**config.mk**
```make
export PLATFORM = sky130hd
export DESIGN_NAME = cst_card_timing
export DESIGN_NICKNAME = d
export VERILOG_FILES = /design/src/cst_pkg.sv /design/src/cst_card_timing.sv
export SDC_FILE = /design/constraint.sdc
export NUM_CORES = 1
export LEC_CHECK = 0
export BUFFER_PORTS_ARGS = -buffer_cell sky130_fd_sc_hd__buf_2
export CORE_ASPECT_RATIO = 1.25
export CORE_UTILIZATION = 45
export CTS_CLUSTER_DIAMETER = 50
export CTS_CLUSTER_SIZE = 28
export DETAILED_ROUTE_END_ITERATION = 7
export HOLD_SLACK_MARGIN = 0.08
export PLACE_DENSITY = 0.8
export REMOVE_ABC_BUFFERS = 1
export SLEW_MARGIN = 10
export SYNTH_ARGS = -nofsm -noshare
export SYNTH_HDL_FRONTEND = slang
export SYNTH_SLANG_ARGS = --single-unit
```
**constraint.sdc**
```tcl
create_clock -name I_CLK_SYS -period 2.64 [get_ports I_CLK_SYS]
set_input_delay 0.528 -clock I_CLK_SYS [delete_from_list [all_inputs] [get_ports I_CLK_SYS]]
set_output_delay 0.528 -clock I_CLK_SYS [all_outputs]
set_load 0.01 [all_outputs]
```
**src/cst_pkg.sv**
```systemverilog
// Package for the card strobe timing and SDRAM mode set block
// Assumes a 32-bit internal address bus and a 32-bit SDRAM bus
package cst_pkg;

  // ****************************************************************
  // Register map
  // ****************************************************************
  localparam logic [31:0] CARD_TIMING_ADDR   = 32'hFF800018;
  localparam logic [31:0] MODE_AREA2_BASE    = 32'hFF900000;
  localparam logic [31:0] MODE_AREA3_BASE    = 32'hFF940000;
  localparam logic [31:0] MODE_WINDOW_MASK   = 32'hFFFFF000;
  localparam logic [15:0] CARD_TIMING_RESET  = 16'h0000;
  localparam logic [15:0] MODE_VALUE_MAX     = 16'h0FFC;
  localparam int          MODE_SHIFT         = 2;

  // ****************************************************************
  // Field positions
  // ****************************************************************
  localparam int A5_EXTRA_LSB  = 14;
  localparam int A6_EXTRA_LSB  = 12;
  localparam int A5_ASSERT_LSB = 9;
  localparam int A6_ASSERT_LSB = 6;
  localparam int A5_HOLD_LSB   = 3;
  localparam int A6_HOLD_LSB   = 0;
  localparam int BURST_LSB     = 0;
  localparam int WRAP_BIT      = 3;
  localparam int LATENCY_LSB   = 4;

  // ****************************************************************
  // Wait encodings
  // ****************************************************************
  localparam logic [5:0] EXTRA_W1 = 6'h0F;
  localparam logic [5:0] EXTRA_W2 = 6'h1E;
  localparam logic [5:0] EXTRA_W3 = 6'h32;
  localparam logic [3:0] STEP_W4  = 4'h6;
  localparam logic [3:0] STEP_W5  = 4'h9;
  localparam logic [3:0] STEP_W6  = 4'hC;
  localparam logic [3:0] STEP_W7  = 4'hF;

  localparam logic [2:0] BURST_4   = 3'h2;
  localparam logic [2:0] BURST_8   = 3'h3;
  localparam logic [2:0] LATENCY_1 = 3'h1;
  localparam logic [2:0] LATENCY_3 = 3'h3;

  typedef struct packed {
    logic [5:0] extra;
    logic [3:0] setup;
    logic [3:0] hold;
  } cst_timing_t;

  typedef struct packed {
    logic        valid;
    logic        area3;
    logic [13:0] value;
  } cst_mode_cmd_t;

endpackage : cst_pkg

```
**src/cst_card_timing.sv**
```systemverilog
// Card strobe timing register and SDRAM mode register set issue
// Assumes a single-cycle register port and an external bus sequencer
//
// Chosen here: the plain strobed port.
`timescale 1ns/1ns

// Behaviour
// - 16-bit RW timing register, power-on clears
// - Strobe width from wait control two
// - Area5 extra waits 0/15/30/50
// - Area6 extra waits 0/15/30/50
// - Timing fields used only when mode bit zero
// - Area5 address-to-strobe delay steps
// - Area6 address-to-strobe delay steps
// - Area5 hold after strobe negation
// - Memory read hold counts from sampling
// - Area6 hold delay steps
// - Mode write stores nothing, issues set
// - Mode from address low bits, data ignored
// - Value shifted right two bits
// - Bases fixed, value up to 0FFC
// - Burst and latency codes; others reserved
// - Wrap type must be zero
module cst_card_timing #(
  parameter bit BURST8_OK = 1'b1
) (
  // Clock and reset
  input  wire logic                  I_CLK_SYS,
  input  wire logic                  I_RESETN,
  input  wire logic                  I_POWERON,
  // Register port
  input  wire logic [31:0]           I_ADDR,
  input  wire logic [31:0]           I_WDATA,
  input  wire logic                  I_WR,
  input  wire logic                  I_RD,
  output logic      [31:0]           O_RDATA,
  // External cycle context
  input  wire logic                  I_ACCESS_MODE_BIT,
  input  wire logic                  I_CYC_AREA5,
  input  wire logic                  I_CYC_AREA6,
  input  wire logic                  I_CYC_LOW_SPEED,
  input  wire logic                  I_CYC_MEM_READ,
  input  wire logic [3:0]            I_STROBE_WIDTH,
  input  wire logic                  I_BUS_BUSY,
  // Timing to the sequencer
  output cst_pkg::cst_timing_t       O_TIMING,
  output logic      [4:0]            O_STROBE_WIDTH,
  output logic                       O_HOLD_FROM_SAMPLE,
  // Mode register set to SDRAM
  output cst_pkg::cst_mode_cmd_t     O_MODE_CMD,
  output logic                       O_MODE_BAD
);

  // ****************************************************************
  // Wait decoding
  // ****************************************************************
  function automatic logic [3:0] step_waits(input logic [2:0] code);
    unique case (code)
      3'h4:    step_waits = cst_pkg::STEP_W4;
      3'h5:    step_waits = cst_pkg::STEP_W5;
      3'h6:    step_waits = cst_pkg::STEP_W6;
      3'h7:    step_waits = cst_pkg::STEP_W7;
      default: step_waits = {1'b0, code};
    endcase
  endfunction : step_waits

  function automatic logic [5:0] extra_waits(input logic [1:0] code);
    unique case (code)
      2'h0: extra_waits = 6'h00;
      2'h1: extra_waits = cst_pkg::EXTRA_W1;
      2'h2: extra_waits = cst_pkg::EXTRA_W2;
      2'h3: extra_waits = cst_pkg::EXTRA_W3;
    endcase
  endfunction : extra_waits

  // ****************************************************************
  // Timing register
  // ****************************************************************
  logic [15:0] card_strobe_timing_q;
  logic [15:0] card_strobe_timing_d;
  logic [31:0] rdata_q;
  logic [31:0] rdata_d;
  logic        hit_timing;

  assign hit_timing = (I_ADDR == cst_pkg::CARD_TIMING_ADDR);

  always_comb begin
    card_strobe_timing_d = card_strobe_timing_q;
    rdata_d              = 32'h00000000;
    if (I_WR && hit_timing) begin
      card_strobe_timing_d = I_WDATA[15:0];
    end
    if (I_RD && hit_timing) begin
      rdata_d = {16'h0000, card_strobe_timing_q};
    end
  end

  // Only power-on reset clears; manual reset keeps contents
  always_ff @(posedge I_CLK_SYS) begin
    if (!I_RESETN && I_POWERON) begin
      card_strobe_timing_q <= cst_pkg::CARD_TIMING_RESET;
    end else begin
      card_strobe_timing_q <= card_strobe_timing_d;
    end
    if (!I_RESETN) begin
      rdata_q <= 32'h00000000;
    end else begin
      rdata_q <= rdata_d;
    end
  end

  assign O_RDATA = rdata_q;

  // ****************************************************************
  // Per-cycle timing selection
  // ****************************************************************
  cst_pkg::cst_timing_t timing_q;
  cst_pkg::cst_timing_t timing_d;
  logic [4:0]           width_q;
  logic [4:0]           width_d;
  logic                 from_sample_q;
  logic                 from_sample_d;
  logic [1:0]           ext_code;
  logic [2:0]           set_code;
  logic [2:0]           hld_code;

  always_comb begin
    ext_code      = 2'h0;
    set_code      = 3'h0;
    hld_code      = 3'h0;
    if (I_CYC_AREA5) begin
      ext_code = card_strobe_timing_q[cst_pkg::A5_EXTRA_LSB +: 2];
      set_code = card_strobe_timing_q[cst_pkg::A5_ASSERT_LSB +: 3];
      hld_code = card_strobe_timing_q[cst_pkg::A5_HOLD_LSB +: 3];
    end else if (I_CYC_AREA6) begin
      ext_code = card_strobe_timing_q[cst_pkg::A6_EXTRA_LSB +: 2];
      set_code = card_strobe_timing_q[cst_pkg::A6_ASSERT_LSB +: 3];
      hld_code = card_strobe_timing_q[cst_pkg::A6_HOLD_LSB +: 3];
    end
    timing_d.extra = 6'h00;
    timing_d.setup = 4'h0;
    timing_d.hold  = 4'h0;
    if (!I_ACCESS_MODE_BIT && (I_CYC_AREA5 || I_CYC_AREA6)) begin
      timing_d.extra = I_CYC_LOW_SPEED ? extra_waits(ext_code) : 6'h00;
      timing_d.setup = step_waits(set_code);
      timing_d.hold  = step_waits(hld_code);
    end
    width_d       = {1'b0, I_STROBE_WIDTH};
    from_sample_d = I_CYC_MEM_READ;
  end

  always_ff @(posedge I_CLK_SYS) begin
    if (!I_RESETN) begin
      timing_q      <= '0;
      width_q       <= 5'h00;
      from_sample_q <= 1'b0;
    end else begin
      timing_q      <= timing_d;
      width_q       <= width_d;
      from_sample_q <= from_sample_d;
    end
  end

  assign O_TIMING           = timing_q;
  assign O_STROBE_WIDTH     = width_q;
  assign O_HOLD_FROM_SAMPLE = from_sample_q;

  // ****************************************************************
  // Mode register set issue
  // ****************************************************************
  typedef enum logic [1:0] {MS_IDLE, MS_WAIT, MS_ISSUE} cst_mode_state_t;

  cst_mode_state_t state_q;
  cst_mode_state_t state_d;
  logic [13:0]     value_q;
  logic [13:0]     value_d;
  logic            area3_q;
  logic            area3_d;
  logic            bad_q;
  logic            bad_d;
  logic            hit_mode;
  logic [15:0]     enc;
  logic [13:0]     shifted;

  assign enc      = I_ADDR[15:0];
  assign shifted  = enc[15:cst_pkg::MODE_SHIFT];
  assign hit_mode = I_WR && (enc <= cst_pkg::MODE_VALUE_MAX) &&
                    (((I_ADDR & cst_pkg::MODE_WINDOW_MASK) == cst_pkg::MODE_AREA2_BASE) ||
                     ((I_ADDR & cst_pkg::MODE_WINDOW_MASK) == cst_pkg::MODE_AREA3_BASE));

  always_comb begin
    logic [2:0] burst_code;
    logic [2:0] lat;
    burst_code = shifted[cst_pkg::BURST_LSB +: 3];
    lat        = shifted[cst_pkg::LATENCY_LSB +: 3];
    state_d = state_q;
    value_d = value_q;
    area3_d = area3_q;
    bad_d   = bad_q;
    unique case (state_q)
      MS_IDLE: begin
        if (hit_mode) begin
          value_d = shifted;
          area3_d = (I_ADDR & cst_pkg::MODE_WINDOW_MASK) == cst_pkg::MODE_AREA3_BASE;
          bad_d   = !((burst_code == cst_pkg::BURST_4) ||
                      (BURST8_OK && burst_code == cst_pkg::BURST_8)) ||
                    (lat < cst_pkg::LATENCY_1) || (lat > cst_pkg::LATENCY_3) ||
                    shifted[cst_pkg::WRAP_BIT];
          state_d = MS_WAIT;
        end
      end
      MS_WAIT: begin
        if (!I_BUS_BUSY) begin
          state_d = MS_ISSUE;
        end
      end
      MS_ISSUE: begin
        state_d = MS_IDLE;
      end
      default: begin
        state_d = MS_IDLE;
      end
    endcase
  end

  always_ff @(posedge I_CLK_SYS) begin
    if (!I_RESETN) begin
      state_q <= MS_IDLE;
      value_q <= 14'h0000;
      area3_q <= 1'b0;
      bad_q   <= 1'b0;
    end else begin
      state_q <= state_d;
      value_q <= value_d;
      area3_q <= area3_d;
      bad_q   <= bad_d;
    end
  end

  assign O_MODE_CMD.valid = (state_q == MS_ISSUE);
  assign O_MODE_CMD.area3 = area3_q;
  assign O_MODE_CMD.value = value_q;
  assign O_MODE_BAD       = bad_q;

  // ****************************************************************
  // Checks
  // ****************************************************************
  a_mode_bit_gate: assert property (@(posedge I_CLK_SYS) disable iff (!I_RESETN)
    I_ACCESS_MODE_BIT |=> (O_TIMING == '0))
    else $error("timing fields used while access mode bit set");

  a_area5_extra: assert property (@(posedge I_CLK_SYS) disable iff (!I_RESETN)
    (I_CYC_AREA5 && !I_ACCESS_MODE_BIT && I_CYC_LOW_SPEED &&
     card_strobe_timing_q[15:14] == 2'h3) |=> (O_TIMING.extra == 6'h32))
    else $error("area5 extra wait wrong");

  a_area6_extra: assert property (@(posedge I_CLK_SYS) disable iff (!I_RESETN)
    (!I_CYC_AREA5 && I_CYC_AREA6 && !I_ACCESS_MODE_BIT && I_CYC_LOW_SPEED &&
     card_strobe_timing_q[13:12] == 2'h1) |=> (O_TIMING.extra == 6'h0F))
    else $error("area6 extra wait wrong");

  a_area5_setup: assert property (@(posedge I_CLK_SYS) disable iff (!I_RESETN)
    (I_CYC_AREA5 && !I_ACCESS_MODE_BIT && card_strobe_timing_q[11:9] == 3'h5)
    |=> (O_TIMING.setup == 4'h9))
    else $error("area5 setup delay wrong");

  a_area6_setup: assert property (@(posedge I_CLK_SYS) disable iff (!I_RESETN)
    (!I_CYC_AREA5 && I_CYC_AREA6 && !I_ACCESS_MODE_BIT &&
     card_strobe_timing_q[8:6] == 3'h7) |=> (O_TIMING.setup == 4'hF))
    else $error("area6 setup delay wrong");

  a_area5_hold: assert property (@(posedge I_CLK_SYS) disable iff (!I_RESETN)
    (I_CYC_AREA5 && !I_ACCESS_MODE_BIT && card_strobe_timing_q[5:3] == 3'h6)
    |=> (O_TIMING.hold == 4'hC))
    else $error("area5 hold delay wrong");

  a_area6_hold: assert property (@(posedge I_CLK_SYS) disable iff (!I_RESETN)
    (!I_CYC_AREA5 && I_CYC_AREA6 && !I_ACCESS_MODE_BIT &&
     card_strobe_timing_q[2:0] == 3'h3) |=> (O_TIMING.hold == 4'h3))
    else $error("area6 hold delay wrong");

  a_no_area_zero: assert property (@(posedge I_CLK_SYS) disable iff (!I_RESETN)
    (!I_CYC_AREA5 && !I_CYC_AREA6) |=> (O_TIMING == '0))
    else $error("timing applied outside card areas");

  a_width_pass: assert property (@(posedge I_CLK_SYS) disable iff (!I_RESETN)
    1'b1 |=> (O_STROBE_WIDTH == {1'b0, $past(I_STROBE_WIDTH)}))
    else $error("strobe width not from wait control");

  a_mode_issue: assert property (@(posedge I_CLK_SYS) disable iff (!I_RESETN)
    (state_q == MS_IDLE && hit_mode) ##1 !I_BUS_BUSY |=> O_MODE_CMD.valid ##1 !O_MODE_CMD.valid)
    else $error("mode set not issued once after bus idle");

  a_mode_value: assert property (@(posedge I_CLK_SYS) disable iff (!I_RESETN)
    (state_q == MS_IDLE && hit_mode) |=> (O_MODE_CMD.value == $past(I_ADDR[15:2])))
    else $error("mode value not from shifted address");

  a_busy_holds: assert property (@(posedge I_CLK_SYS) disable iff (!I_RESETN)
    I_BUS_BUSY && state_q == MS_WAIT |=> !O_MODE_CMD.valid)
    else $error("mode set issued during bus cycle");

  c_mode_area2: cover property (@(posedge I_CLK_SYS) O_MODE_CMD.valid && !O_MODE_CMD.area3);
  c_mode_area3: cover property (@(posedge I_CLK_SYS) O_MODE_CMD.valid && O_MODE_CMD.area3);
  c_low_speed5: cover property (@(posedge I_CLK_SYS) O_TIMING.extra == 6'h32);
  c_reg_read:   cover property (@(posedge I_CLK_SYS) I_RD && hit_timing);

endmodule : cst_card_timing

```
; ---- After elaboration in Yosys (flattened, before gate mapping)
; Cells that the tools add are included.
[totals]
regBits = 86
latchBits = 0
ram_bits = 0
romBits = 0
output_inout_bits = 69
word_cells = 70
memories = 0
[classes]
n_addsub = 0
n_mul = 0
div = 0
order_cmp = 3
eq_ne = 20
shift = 0
mux = 12
n_bitwise = 0
reduce_logical = 22
[op_table]
columns = cell, n
row1 = $eq 20x20->1 const B, 2
row2 = $eq 32x32->1 const B, 1
row3 = $pmux 4 s4, 2
row4 = $eq 3x3->1 const B, 8
row5 = $pmux 6 s4, 1
row6 = $le 16x12->1 const B, 1
row7 = $mux 3, 4
row8 = $mux 2, 4
row9 = $reduce_and 2->1, 4
row10 = $eq 2x2->1 const B, 3
row11 = $eq 3x2->1 const B, 2
row12 = $logic_and 1x1->1, 6
row13 = $logic_or 1x1->1, 6
row14 = $eq 2x1->1 const B, 2
row15 = $logic_not 2->1, 2
row16 = $ne 2x2->1 const B, 2
row17 = $pmux 2 s2, 1
row18 = $gt 3x2->1 const B, 1
row19 = $logic_not 1->1, 3
row20 = $lt 3x1->1 const B, 1
row21 = $reduce_and 3->1, 1

; ---- Logic depth before layout (Yosys ltp)
; Gate-level depths: netlist of run 1.
[logic_depth]
depth_word = 6
ltp_mapped = 7

; ---- Worst setup path before layout of run 1
; OpenSTA, ideal clock, no wires.
[synth_timing]
kind = input to register
from = in I_ADDR[15]
to = reg card_strobe_timing_q[10]
t_arrival_ns = 1.963
required_time_ns = 2.568
setup_slack_ns = 0.606
path_stages = 5
n_path_buf = 1
cell_sequence = nor4_2 > nand3_2 > nor4_4 > buf_6 > mux2i_1
[synth_via]
elab_chain_cells = 2
[synth_rtl]
columns = item, line_no
row1 = from (decl), cst_card_timing.sv:32  ; input wire logic [31:0] I_ADDR,
row2 = $eq 32x32->1, cst_card_timing.sv:85  ; assign hit_timing = (I_ADDR == cst_pkg::CARD_TIMING_ADDR);
row3 = $logic_and 1x1->1, cst_card_timing.sv:90  ; if (I_WR && hit_timing) begin
row4 = to (signal assigned), cst_card_timing.sv:101  ; card_strobe_timing_q <= cst_pkg::CARD_TIMING_RESET;
row5 = to (signal assigned), cst_card_timing.sv:103  ; card_strobe_timing_q <= card_strobe_timing_d;
row6 = to (decl), cst_card_timing.sv:79  ; logic [15:0] card_strobe_timing_q;
; No other way between the ends.
; A chain may end at the register's enable or synchronous reset.

; ---- Final worst setup path of run 1
[layout_timing]
from = in I_ADDR[15]
to = reg value_q[10]
[layout_via]
elab_chain_cells = 4
word_cells_on_any_way = 7
classes_between = order compare: 1 / eq/ne: 2 / reduce/logical: 4
[layout_rtl]
columns = item, line_no
row1 = "$le 16x12->1, or another cell as far along", cst_card_timing.sv:187  ; assign hit_mode = I_WR && (enc <= cst_pkg::MODE_VALUE_MAX) &&
row2 = $logic_and 1x1->1 / $logic_or 1x1->1 (equally long branches), "cst_card_timing.sv:187, cst_card_timing.sv:188"
row3 = $logic_and 1x1->1 (*), cst_card_timing.sv:187
row4 = $reduce_and 2->1 (no source line) (*), n/a
row5 = to (signal assigned), cst_card_timing.sv:234  ; value_q <= value_d;
row6 = to (decl), cst_card_timing.sv:175  ; logic [13:0] value_q;
; Every way passes the cells marked *; elsewhere a longest branch is shown, timed or not.

==> results of run 1 <==
layer usage:
layer	vias to the layer above	global-route usage, %
met3	13	5.33
met5	-	0
met4	0	10.1
li1	1183	-
met1	1065	20.4
met2	103	32.2
worst max path at each step:
| stage | to | start | slack [ns] |
|---|---|---|---|
| 3_5_place_dp | value_q[9]$_SDFFE_PN0P_ | I_ADDR[15] | 0.40 |
| 2_1_floorplan | card_strobe_timing_q[0]$_SDFFE_PP0P_ | I_ADDR[15] | 0.38 |
| 6_report | value_q[10]$_SDFFE_PN0P_ | I_ADDR[15] | 0.77 |
| 4_1_cts | value_q[9]$_SDFFE_PN0P_ | I_ADDR[15] | 0.76 |
| 3_3_place_gp | value_q[12]$_SDFFE_PN0P_ | I_ADDR[15] | 0.44 |
| 5_1_grt | value_q[9]$_SDFFE_PN0P_ | I_ADDR[15] | 0.68 |
state kept, by name (all words and copies together), names as in the netlist:
name	flops
O_HOLD_FROM_SAMPLE	1
O_STROBE_WIDTH	4
O_MODE_BAD	1
O_RDATA	16
state_q	2
area3_q	1
card_strobe_timing_q	16
O_TIMING	13
value_q	14
metrics by stage:
stage	area, µm²	std cells
after floorplan	2710	280
after global placement	3430	485
after detailed placement	3430	485
after CTS	3670	501
after global routing	3670	501
final	3670	501
cells by family after synthesis:
| family | Yosys count | synth area share (%) |
|---|---|---|
| other cells | 1 | 0.131 |
| buf+inv | 35 | 7.63 |
| mux | 31 | 11.0 |
| simple gates | 135 | 26.4 |
| xor+xnor | 4 | 1.23 |
| fa+ha+maj | 4 | 1.75 |
| compound gates | 17 | 4.21 |
| flops | 68 | 47.7 |
layout by cell type, fill, tap and decap left out, types with 6 or more instances in the layout:
master    instances
buf_4             6
nand2_1          64
buf_2           114
conb_1           17
clkbuf_8          9
dfxtp_1          68
and2_1           21
mux2i_1          29
nor2_1           14
power by group:
group          switching (µW)  internal (µW)  leakage [µW]
registers               0.757           1030      0.000549
clock network             393            629      0.000117
logic                    73.8           51.8       0.00106
total                     467           1710       0.00172
area by class of cell:
cell class	count	area (µm²)
clock inverter	6	111
clock buffer	10	128
sequential	68	1360
multi-input combinational	208	1330
timing repair buffer	120	616
fill	555	2450
tap	85	106
inverter	4	15.0
==> summary.md, run 1 <==
| Metric | Value |
|---|---|
| Layout Skew | between 0.009 and 0.01 ns |
| Critical path launch point type | input pin |
| Final Hold Fails | 0 |
| Power density over the cells | around 590 nW/µm² |
| Met2 wire len | ~3100 µm |
| DR top layer | met4 |
| I/O pins | 148 |
| Utilization after layout | 59.9% |
| Clock Path Buffers | 2 |
| Final Wtd Congestion | 0.767 |
| Total track usage | 18.8% |
| H-tree lvl count | 3 |
| Area Overhead vs Synth | 28.7% |
| HP Class | input pin to flip-flop |
| Slowest CP cell | nor4_4 |
| Pins over their slew limit | 0 |
| Cell accounting for the most synthesized area | dfxtp_1 |
| Worst R2R Start | state_q[0]$_SDFFE_PN0P_ |
| Pleak | roughly 0.0017 µW |
| Status | complete, no violations |
| R2R depth | 5 |
| Worst r2r dst | value_q[10]$_SDFFE_PN0P_ |
| # port buffers | 114 |
| Antenna diodes | 0 |
| Synth area leaders | dfxtp_1 (48%), mux2i_1 (10%), nand2_1 (8.4%) |
| Die height | 91.0 µm |
| DRT antenna net count | 0 |
| Post-synth EDFFs | 0 |
| CP Max Fanout | 8 |
| Number of cell rows | 32 |
| CP Depth | 6 |
| Nets | ~500 |
| Most frequent cells after synthesis | dfxtp_1 (68), nand2_1 (64), mux2i_1 (29) |
| Worst-Skew Late Latency | 0.34 ns |
| Final setup margin | between 0.7 and 0.8 ns |
| Final WL | 6130 µm |
| Worst path bufs/invs | 2 |
| Post-layout min period | 1.87 ns |
| CP delay by family, top | simple AND/OR/NAND/NOR gates |
| Vias in the first global route | 2132 |
| Worst Tran Pin Value | 0.487 ns |
| Hold WS | about 0.37 ns |
| Synth Flop Type | dfxtp_1 |
| Post-CTS Hold Buffers | 0 |
| Max-cap check violation count | 0 |
| Pre-CTS WS | 0.403 ns |
| Flops & latches, synth | between 60 and 70 |
| Hold path cells | 2 |
| Total CTS buffers | 9 |
| Root Driver | clkbuf_8 |
| Part of the cycle the worst path needs | 71.0% |
| DR WL met3 | 410 µm |
| RSZ-0062 raised after global routing | false |
| Full die area | 6660 µm² |
| Post-synth ARST share | 0% |
| Worst IR Drop VDD | 0.285 mV |
| Synth warnings | 0 |
| Dpl hpwl | 4560 µm |
| Vias | approximately 2400 |
| CORE AREA | a little over 6000 µm² |
| Clock slew at reported path FFs | 0.07 ns |
| Relative slew slack | 67.2% |
| Yosys top cell area share | around 48% |
| Worst Path Class, Setup | input pin to flip-flop |
| Initial antenna violation count | 0 |
| Post-synthesis sequential area ratio | 47.7% |
| Clock Sink Count | roughly 70 |
| # DRC | 0 |
| Met1 WL | 2480 µm |
| Hold Crit Start | I_BUS_BUSY |
| Drt pass-1 iters | 4 |
| WP data required | between 2 and 3 ns |
| Global-route wire length before repair | between 9000 and 10000 µm |
| Mean Syn Cell Area | 9.67 µm² |
| Grt ovf | 0 |
| Critical Path Sink Type | flip-flop |
| Cell Area, Synth | between 2000 and 3000 µm² |
| Initial Utilization | 46.6% |
| Post-CTS sizing | 0 |
| Setup_tns | 0 ns |
| Worst path arrival time | 2.11 ns |
| Overall Power | 2180 µW |
| Vias per inst | 4.72 |
| Drt wl/cell | 12.2 µm |
| Worst R2R Setup Slack | about 1.3 ns |
| DR iter-0 viols | 126 |
| Gate Count Post-Synth | between 200 and 300 |
| Hold Path Sink | state_q[1]$_SDFFE_PN0P_ |
| Die Span X | 73.2 µm |
| Max incr delay on CP | between 0.4 and 0.5 ns |
| Setup bufs post-CTS | 0 |
| Cell variety after synth | 38 |
| Layout cells sized above 1 | ~35% |
| Crit-path cells | buf_2 > nor4_2 > nand3_2 > nor4_4 > buf_4 > and3b_1 |
| Most frequent cell after synthesis | dfxtp_1 |
| Largest net degree at the start of global routing | 33 |
| Peak Freq | 533 MHz |
| TritonCTS clock tree | done |
| Final setup violation count | 0 |
Power figures use the tool's default switching activity.
==> run 2, diff against run 1 <==
- clock period: 2.64 -> 1.8 ns (I/O delays scaled with it)
==> summary.md, run 2 (synthesis gave the netlist of run 1 again) <==
| Metric | Value |
|---|---|
| Drt pass-1 iters | 4 |
| Worst path arrival time | 1.81 ns |
| Global-route wire length before repair | 9940 µm |
| Status | complete, no violations |
| Fin area | 3670 µm² |
| Part of the cycle the worst path needs | 88.0% |
| Max-cap check violation count | 0 |
| Root Driver | clkbuf_8 |
| Vias in the first global route | ~2300 |
| Vias | 2397 |
| TritonCTS clock tree | done |
| Post-CTS sizing | 0 |
| Layout Skew | approximately 0.010 ns |
| Drt wl/cell | 12.4 µm |
| Dpl hpwl | 4780 µm |
| Antenna diodes | 0 |
| Critical Path Sink Type | flip-flop |
| Post-layout min period | approximately 1.6 ns |
| Pins over their slew limit | 0 |
| Peak Freq | between 600 and 700 MHz |
| CP Max Fanout | 2 |
| Combinational Power Share | 6.7% |
| Critical path launch point type | input pin |
| Power density over the cells | 766 nW/µm² |
| Setup bufs post-CTS | 0 |
| Max incr delay on CP | 0.51 ns |
| Clock Path Buffers | 2 |
| Vias per inst | 4.73 |
| Initial antenna violation count | 0 |
| Initial Utilization | 46.6% |
| Worst IR Drop VDD | 0.516 mV |
| I/O pins | 148 |
| Final Wtd Congestion | 0.769 |
| Most frequent cells in the layout | buf_2 (114), dfxtp_1 (68), nand2_1 (64) |
| Worst Path Class, Setup | input pin to flip-flop |
| Clock slew at reported path FFs | roughly 0.06 ns |
| P_int | about 2100 µW |
| Worst R2R Setup Slack | 0.47 ns |
| Worst-Skew Late Latency | 0.34 ns |
| Post-CTS Hold Buffers | 0 |
| RSZ-0062 raised after global routing | false |
| Worst path bufs/invs | 2 |
| Commonest non-fill, non-tap cell in the layout | buf_2 |
| Final setup violation count | 0 |
| Area Overhead vs Synth | 28.6% |
| # fillers | between 500 and 600 |
| Setup_tns | 0 ns |
| Utilization after layout | 59.9% |
| H-tree lvl count | 3 |
| Nets | 500 |
| CORE AREA | 6130 µm² |
| Die height | 91.0 µm |
| Sw frac | between 20% and 30% |
| DR iter-0 viols | 71 |
| Total CTS buffers | 9 |
| Grt ovf | 0 |
| CP delay by family, top | simple AND/OR/NAND/NOR gates |
| Largest net degree at the start of global routing | 33 |
| Net switching power | a little under 700 µW |
| Number of cell rows | 32 |
| Slowest CP cell | or4_1 |
| DRT antenna net count | 0 |
| Overall Power | 2810 µW |
| Clock Sink Count | 68 |
| HP Class | input pin to flip-flop |
| Final WL | 6300 µm |
| # DRC | 0 |
| DP Area | 3490 µm² |
| Final Hold Fails | 0 |
| Layout cells sized above 1 | between 30% and 40% |
| Flop pwr share | 53.8% |
| Die Span X | 73.2 µm |
| Clock power frac | 39.5% |
| Pleak | 0.00173 µW |
| # port buffers | 114 |
| Total track usage | 19.6% |
| WP data required | 2.03 ns |
| Full die area | 6660 µm² |
| Crit-path cells | buf_2 > nor4_2 > buf_4 > nand3_1 > or4_1 > o211a_1 |
-- run 2: layout make-up --
cell class                 instances  area [µm²]  area share, %
sequential                        68        1360           37.1
multi-input combinational        208        1330           36.4
timing repair buffer             126         673           18.4
clock buffer                      10         138           3.75
tap                               85         106           2.90
clock inverter                     6        40.0           1.09
inverter                           4        15.0          0.409
-- run 2: metal layers --
metal	part of all wire, %	wire length [µm]	track usage, %	vias up
met2	50	3170	35.1	88
met3	5.6	352	4.22	19
li1	-	-	-	1193
met5	0	0	0	-
met4	3.5	218	12.4	0
met1	41	2560	19.9	1097
-- run 2: final timing paths --
path,startpoint,end,cells past startpoint
min,I_BUS_BUSY,state_q[1]$_SDFFE_PN0P_,2
max reg2reg,state_q[0]$_SDFFE_PN0P_,O_MODE_BAD$_SDFFE_PN0P_,4
max,I_ADDR[15],O_MODE_BAD$_SDFFE_PN0P_,6
min reg2reg,value_q[3]$_SDFFE_PN0P_,value_q[3]$_SDFFE_PN0P_,2
-- run 2: through the flow --
stage / hold slack, ns / setup WS [ns] / instances
2_1_floorplan: 0.427 / -0.295 / 280
3_3_place_gp: 0.441 / -0.0536 / 491
3_5_place_dp: 0.450 / -0.143 / 491
4_1_cts: 0.186 / 0.223 / 507
5_1_grt: 0.200 / 0.140 / 507
6_report: 0.206 / 0.215 / 507
-- run 2: power groups by stage --
stage / Sequential, µW / Combinational (µW) / Clock [µW]
6_report: 1510 / 189 / 1110
5_1_grt: 1510 / 209 / 1190
4_1_cts: 1510 / 189 / 1140
3_5_place_dp: 1550 / 188 / 0
3_3_place_gp: 1550 / 185 / 0
2_1_floorplan: 1550 / 61.2 / 0
==> run 3, diff against run 2 <==
==> constraint.sdc (replaced) <==
create_clock -name I_CLK_SYS -period 1.8 [get_ports I_CLK_SYS]
set_input_delay 0.54 -clock I_CLK_SYS [delete_from_list [all_inputs] [get_ports I_CLK_SYS]]
set_output_delay 0.54 -clock I_CLK_SYS [all_outputs]
set_load 0.01 [all_outputs]
==> summary.md, run 3 (synthesis gave the netlist of run 1 again) <==
| Metric | Value |
|---|---|
| Status | complete, no violations |
| Clock slew at reported path FFs | 0.07 ns |
| DRT antenna net count | 0 |
| Worst Tran Pin Value | 0.513 ns |
| Drt wl/cell | around 12 µm |
| CP Max Fanout | 14 |
| Peak Freq | approximately 590 MHz |
| Layout Skew | 0.00590 ns |
| Full die area | ~6700 µm² |
| Post-layout min period | 1.71 ns |
| Total CTS buffers | 9 |
| Clock Sink Count | 68 |
| Final Wtd Congestion | 0.780 |
| # DRC | 0 |
| Pins over their slew limit | 0 |
| HP Class | input pin to flip-flop |
| Part of the cycle the worst path needs | 94.9% |
| Grt ovf | 0 |
| Most frequent cells in the layout | buf_2 (114), dfxtp_1 (68), nand2_1 (64) |
| Worst IR Drop VDD | 0.405 mV |
| Met3 Use GR | between 3 and 4% |
| Nets | 510 |
| Root Driver | clkbuf_8 |
| Met1 Usage GRT | 20.7% |
| Max-cap check violation count | 0 |
| Pre-CTS WS | -0.286 ns |
| Clock Path Buffers | 2 |
| Pleak | about 0.0018 µW |
| Vias | roughly 2400 |
| Worst path arrival time | 1.95 ns |
| Relative slew slack | 65.5% |
| Layout cells sized above 1 | a little under two fifths |
| Number of cell rows | 32 |
| Power density over the cells | about 800 nW/µm² |
| Area Overhead vs Synth | 33.1% |
| Worst R2R Setup Slack | 0.48 ns |
| Die Span X | between 70 and 80 µm |
| Met2 usage | about a third |
| I/O pins | between 100 and 150 |
| Post-CTS Hold Buffers | 0 |
| Top Usage Layer GRT | met2 |
| Worst Path Class, Setup | input pin to flip-flop |
| Vias in the first global route | 2302 |
| CORE AREA | 6130 µm² |
| Initial antenna violation count | 0 |
| # port buffers | 114 |
| Die height | slightly above 90 µm |
| Worst-Skew Late Latency | 0.34 ns |
| Largest net degree at the start of global routing | 33 |
| TritonCTS clock tree | done |
| Drt pass-1 iters | 4 |
| Dpl hpwl | 4860 µm |
| # fillers | approximately 560 |
| Final setup margin | 0.0913 ns |
| Commonest non-fill, non-tap cell in the layout | buf_2 |
| Vias per inst | 4.71 |
| DR iter-0 viols | 62 |
| Initial Utilization | around 47% |
| WP data required | 2.04 ns |
| Final Hold Fails | 0 |
| Total track usage | 19.5% |
| Final WL | approximately 6400 µm |
| Setup bufs post-CTS | 0 |
| Final setup violation count | 0 |
| H-tree lvl count | 3 |
| Critical Path Sink Type | flip-flop |
| Overall Power | about 3000 µW |
| Global-route wire length before repair | 9970 µm |
| RSZ-0062 raised after global routing | false |
| Antenna diodes | 0 |
| Critical path launch point type | input pin |
## run 3: cell count changes in the layout (fill, tap and decap cells not counted), sizes merged
cell,change
buf,+10
bufinv,+1
clkbuf,-1
clkinv,-2
clkinvlp,+1
inv,+1
## run 3: area by class of cell
type                    count  area, µm²  area share (%)
multi-input cells         208       1340            35.3
flip-flops and latches     68       1360            35.9
clock buffers               9        124            3.26
inverters                   4       15.0           0.396
clock inverters             7       76.3            2.01
well taps                  85        106            2.80
repair buffers            136        773            20.4
## run 3: report_power, final
part / leakage (µW) / internal (µW) / switching [µW] / total (µW)
logic: 0.00115 / 98.2 / 115 / 213
registers: 0.000549 / 1510 / 1.20 / 1510
clock network: 0.0000958 / 645 / 594 / 1240
total: 0.00179 / 2250 / 710 / 2960
## run 3: metal layers
layer  up-vias  part of all wire, %
met5         -                    0
met4         0                  2.9
met3        16                  5.3
met2        89                   50
met1      1115                   41
li1       1213                    -
## run 3: what timing repair did
action | in CTS | in global routing
endpoints found under the hold margin | 0 | 0
gates resized for setup | 0 | 1
setup endpoints to repair | 0 | 4
## run 3: metrics by stage
stage               hold WS [ns]  util (%)  instances  instance area [µm²]  setup TNS [ns]
finish                     0.377      62.0        517                 3800               0
global route               0.382      62.0        517                 3800               0
CTS                        0.367      61.9        517                 3790               0
detailed placement         0.446      58.6        501                 3590          -11.52
global placement           0.441      58.6        501                 3590           -9.66
floorplan                  0.427         -        280                 2710          -15.75
## run 3: path summary, 6_finish.rpt
kind,startpoint,endpoint,cells after the start
worst min register to register,value_q[8]$_SDFFE_PN0P_,value_q[8]$_SDFFE_PN0P_,2
worst min-delay path,I_BUS_BUSY,state_q[1]$_SDFFE_PN0P_,2
worst max-delay path,I_ADDR[15],value_q[10]$_SDFFE_PN0P_,6
worst max register to register,state_q[0]$_SDFFE_PN0P_,O_MODE_BAD$_SDFFE_PN0P_,4
## run 3: critical path, cell delays in order
cell	delay, ns
buf_2	0.11
nor4_2	0.36
nand3_2	0.21
nor4_4	0.36
buf_12	0.19
and3b_1	0.18
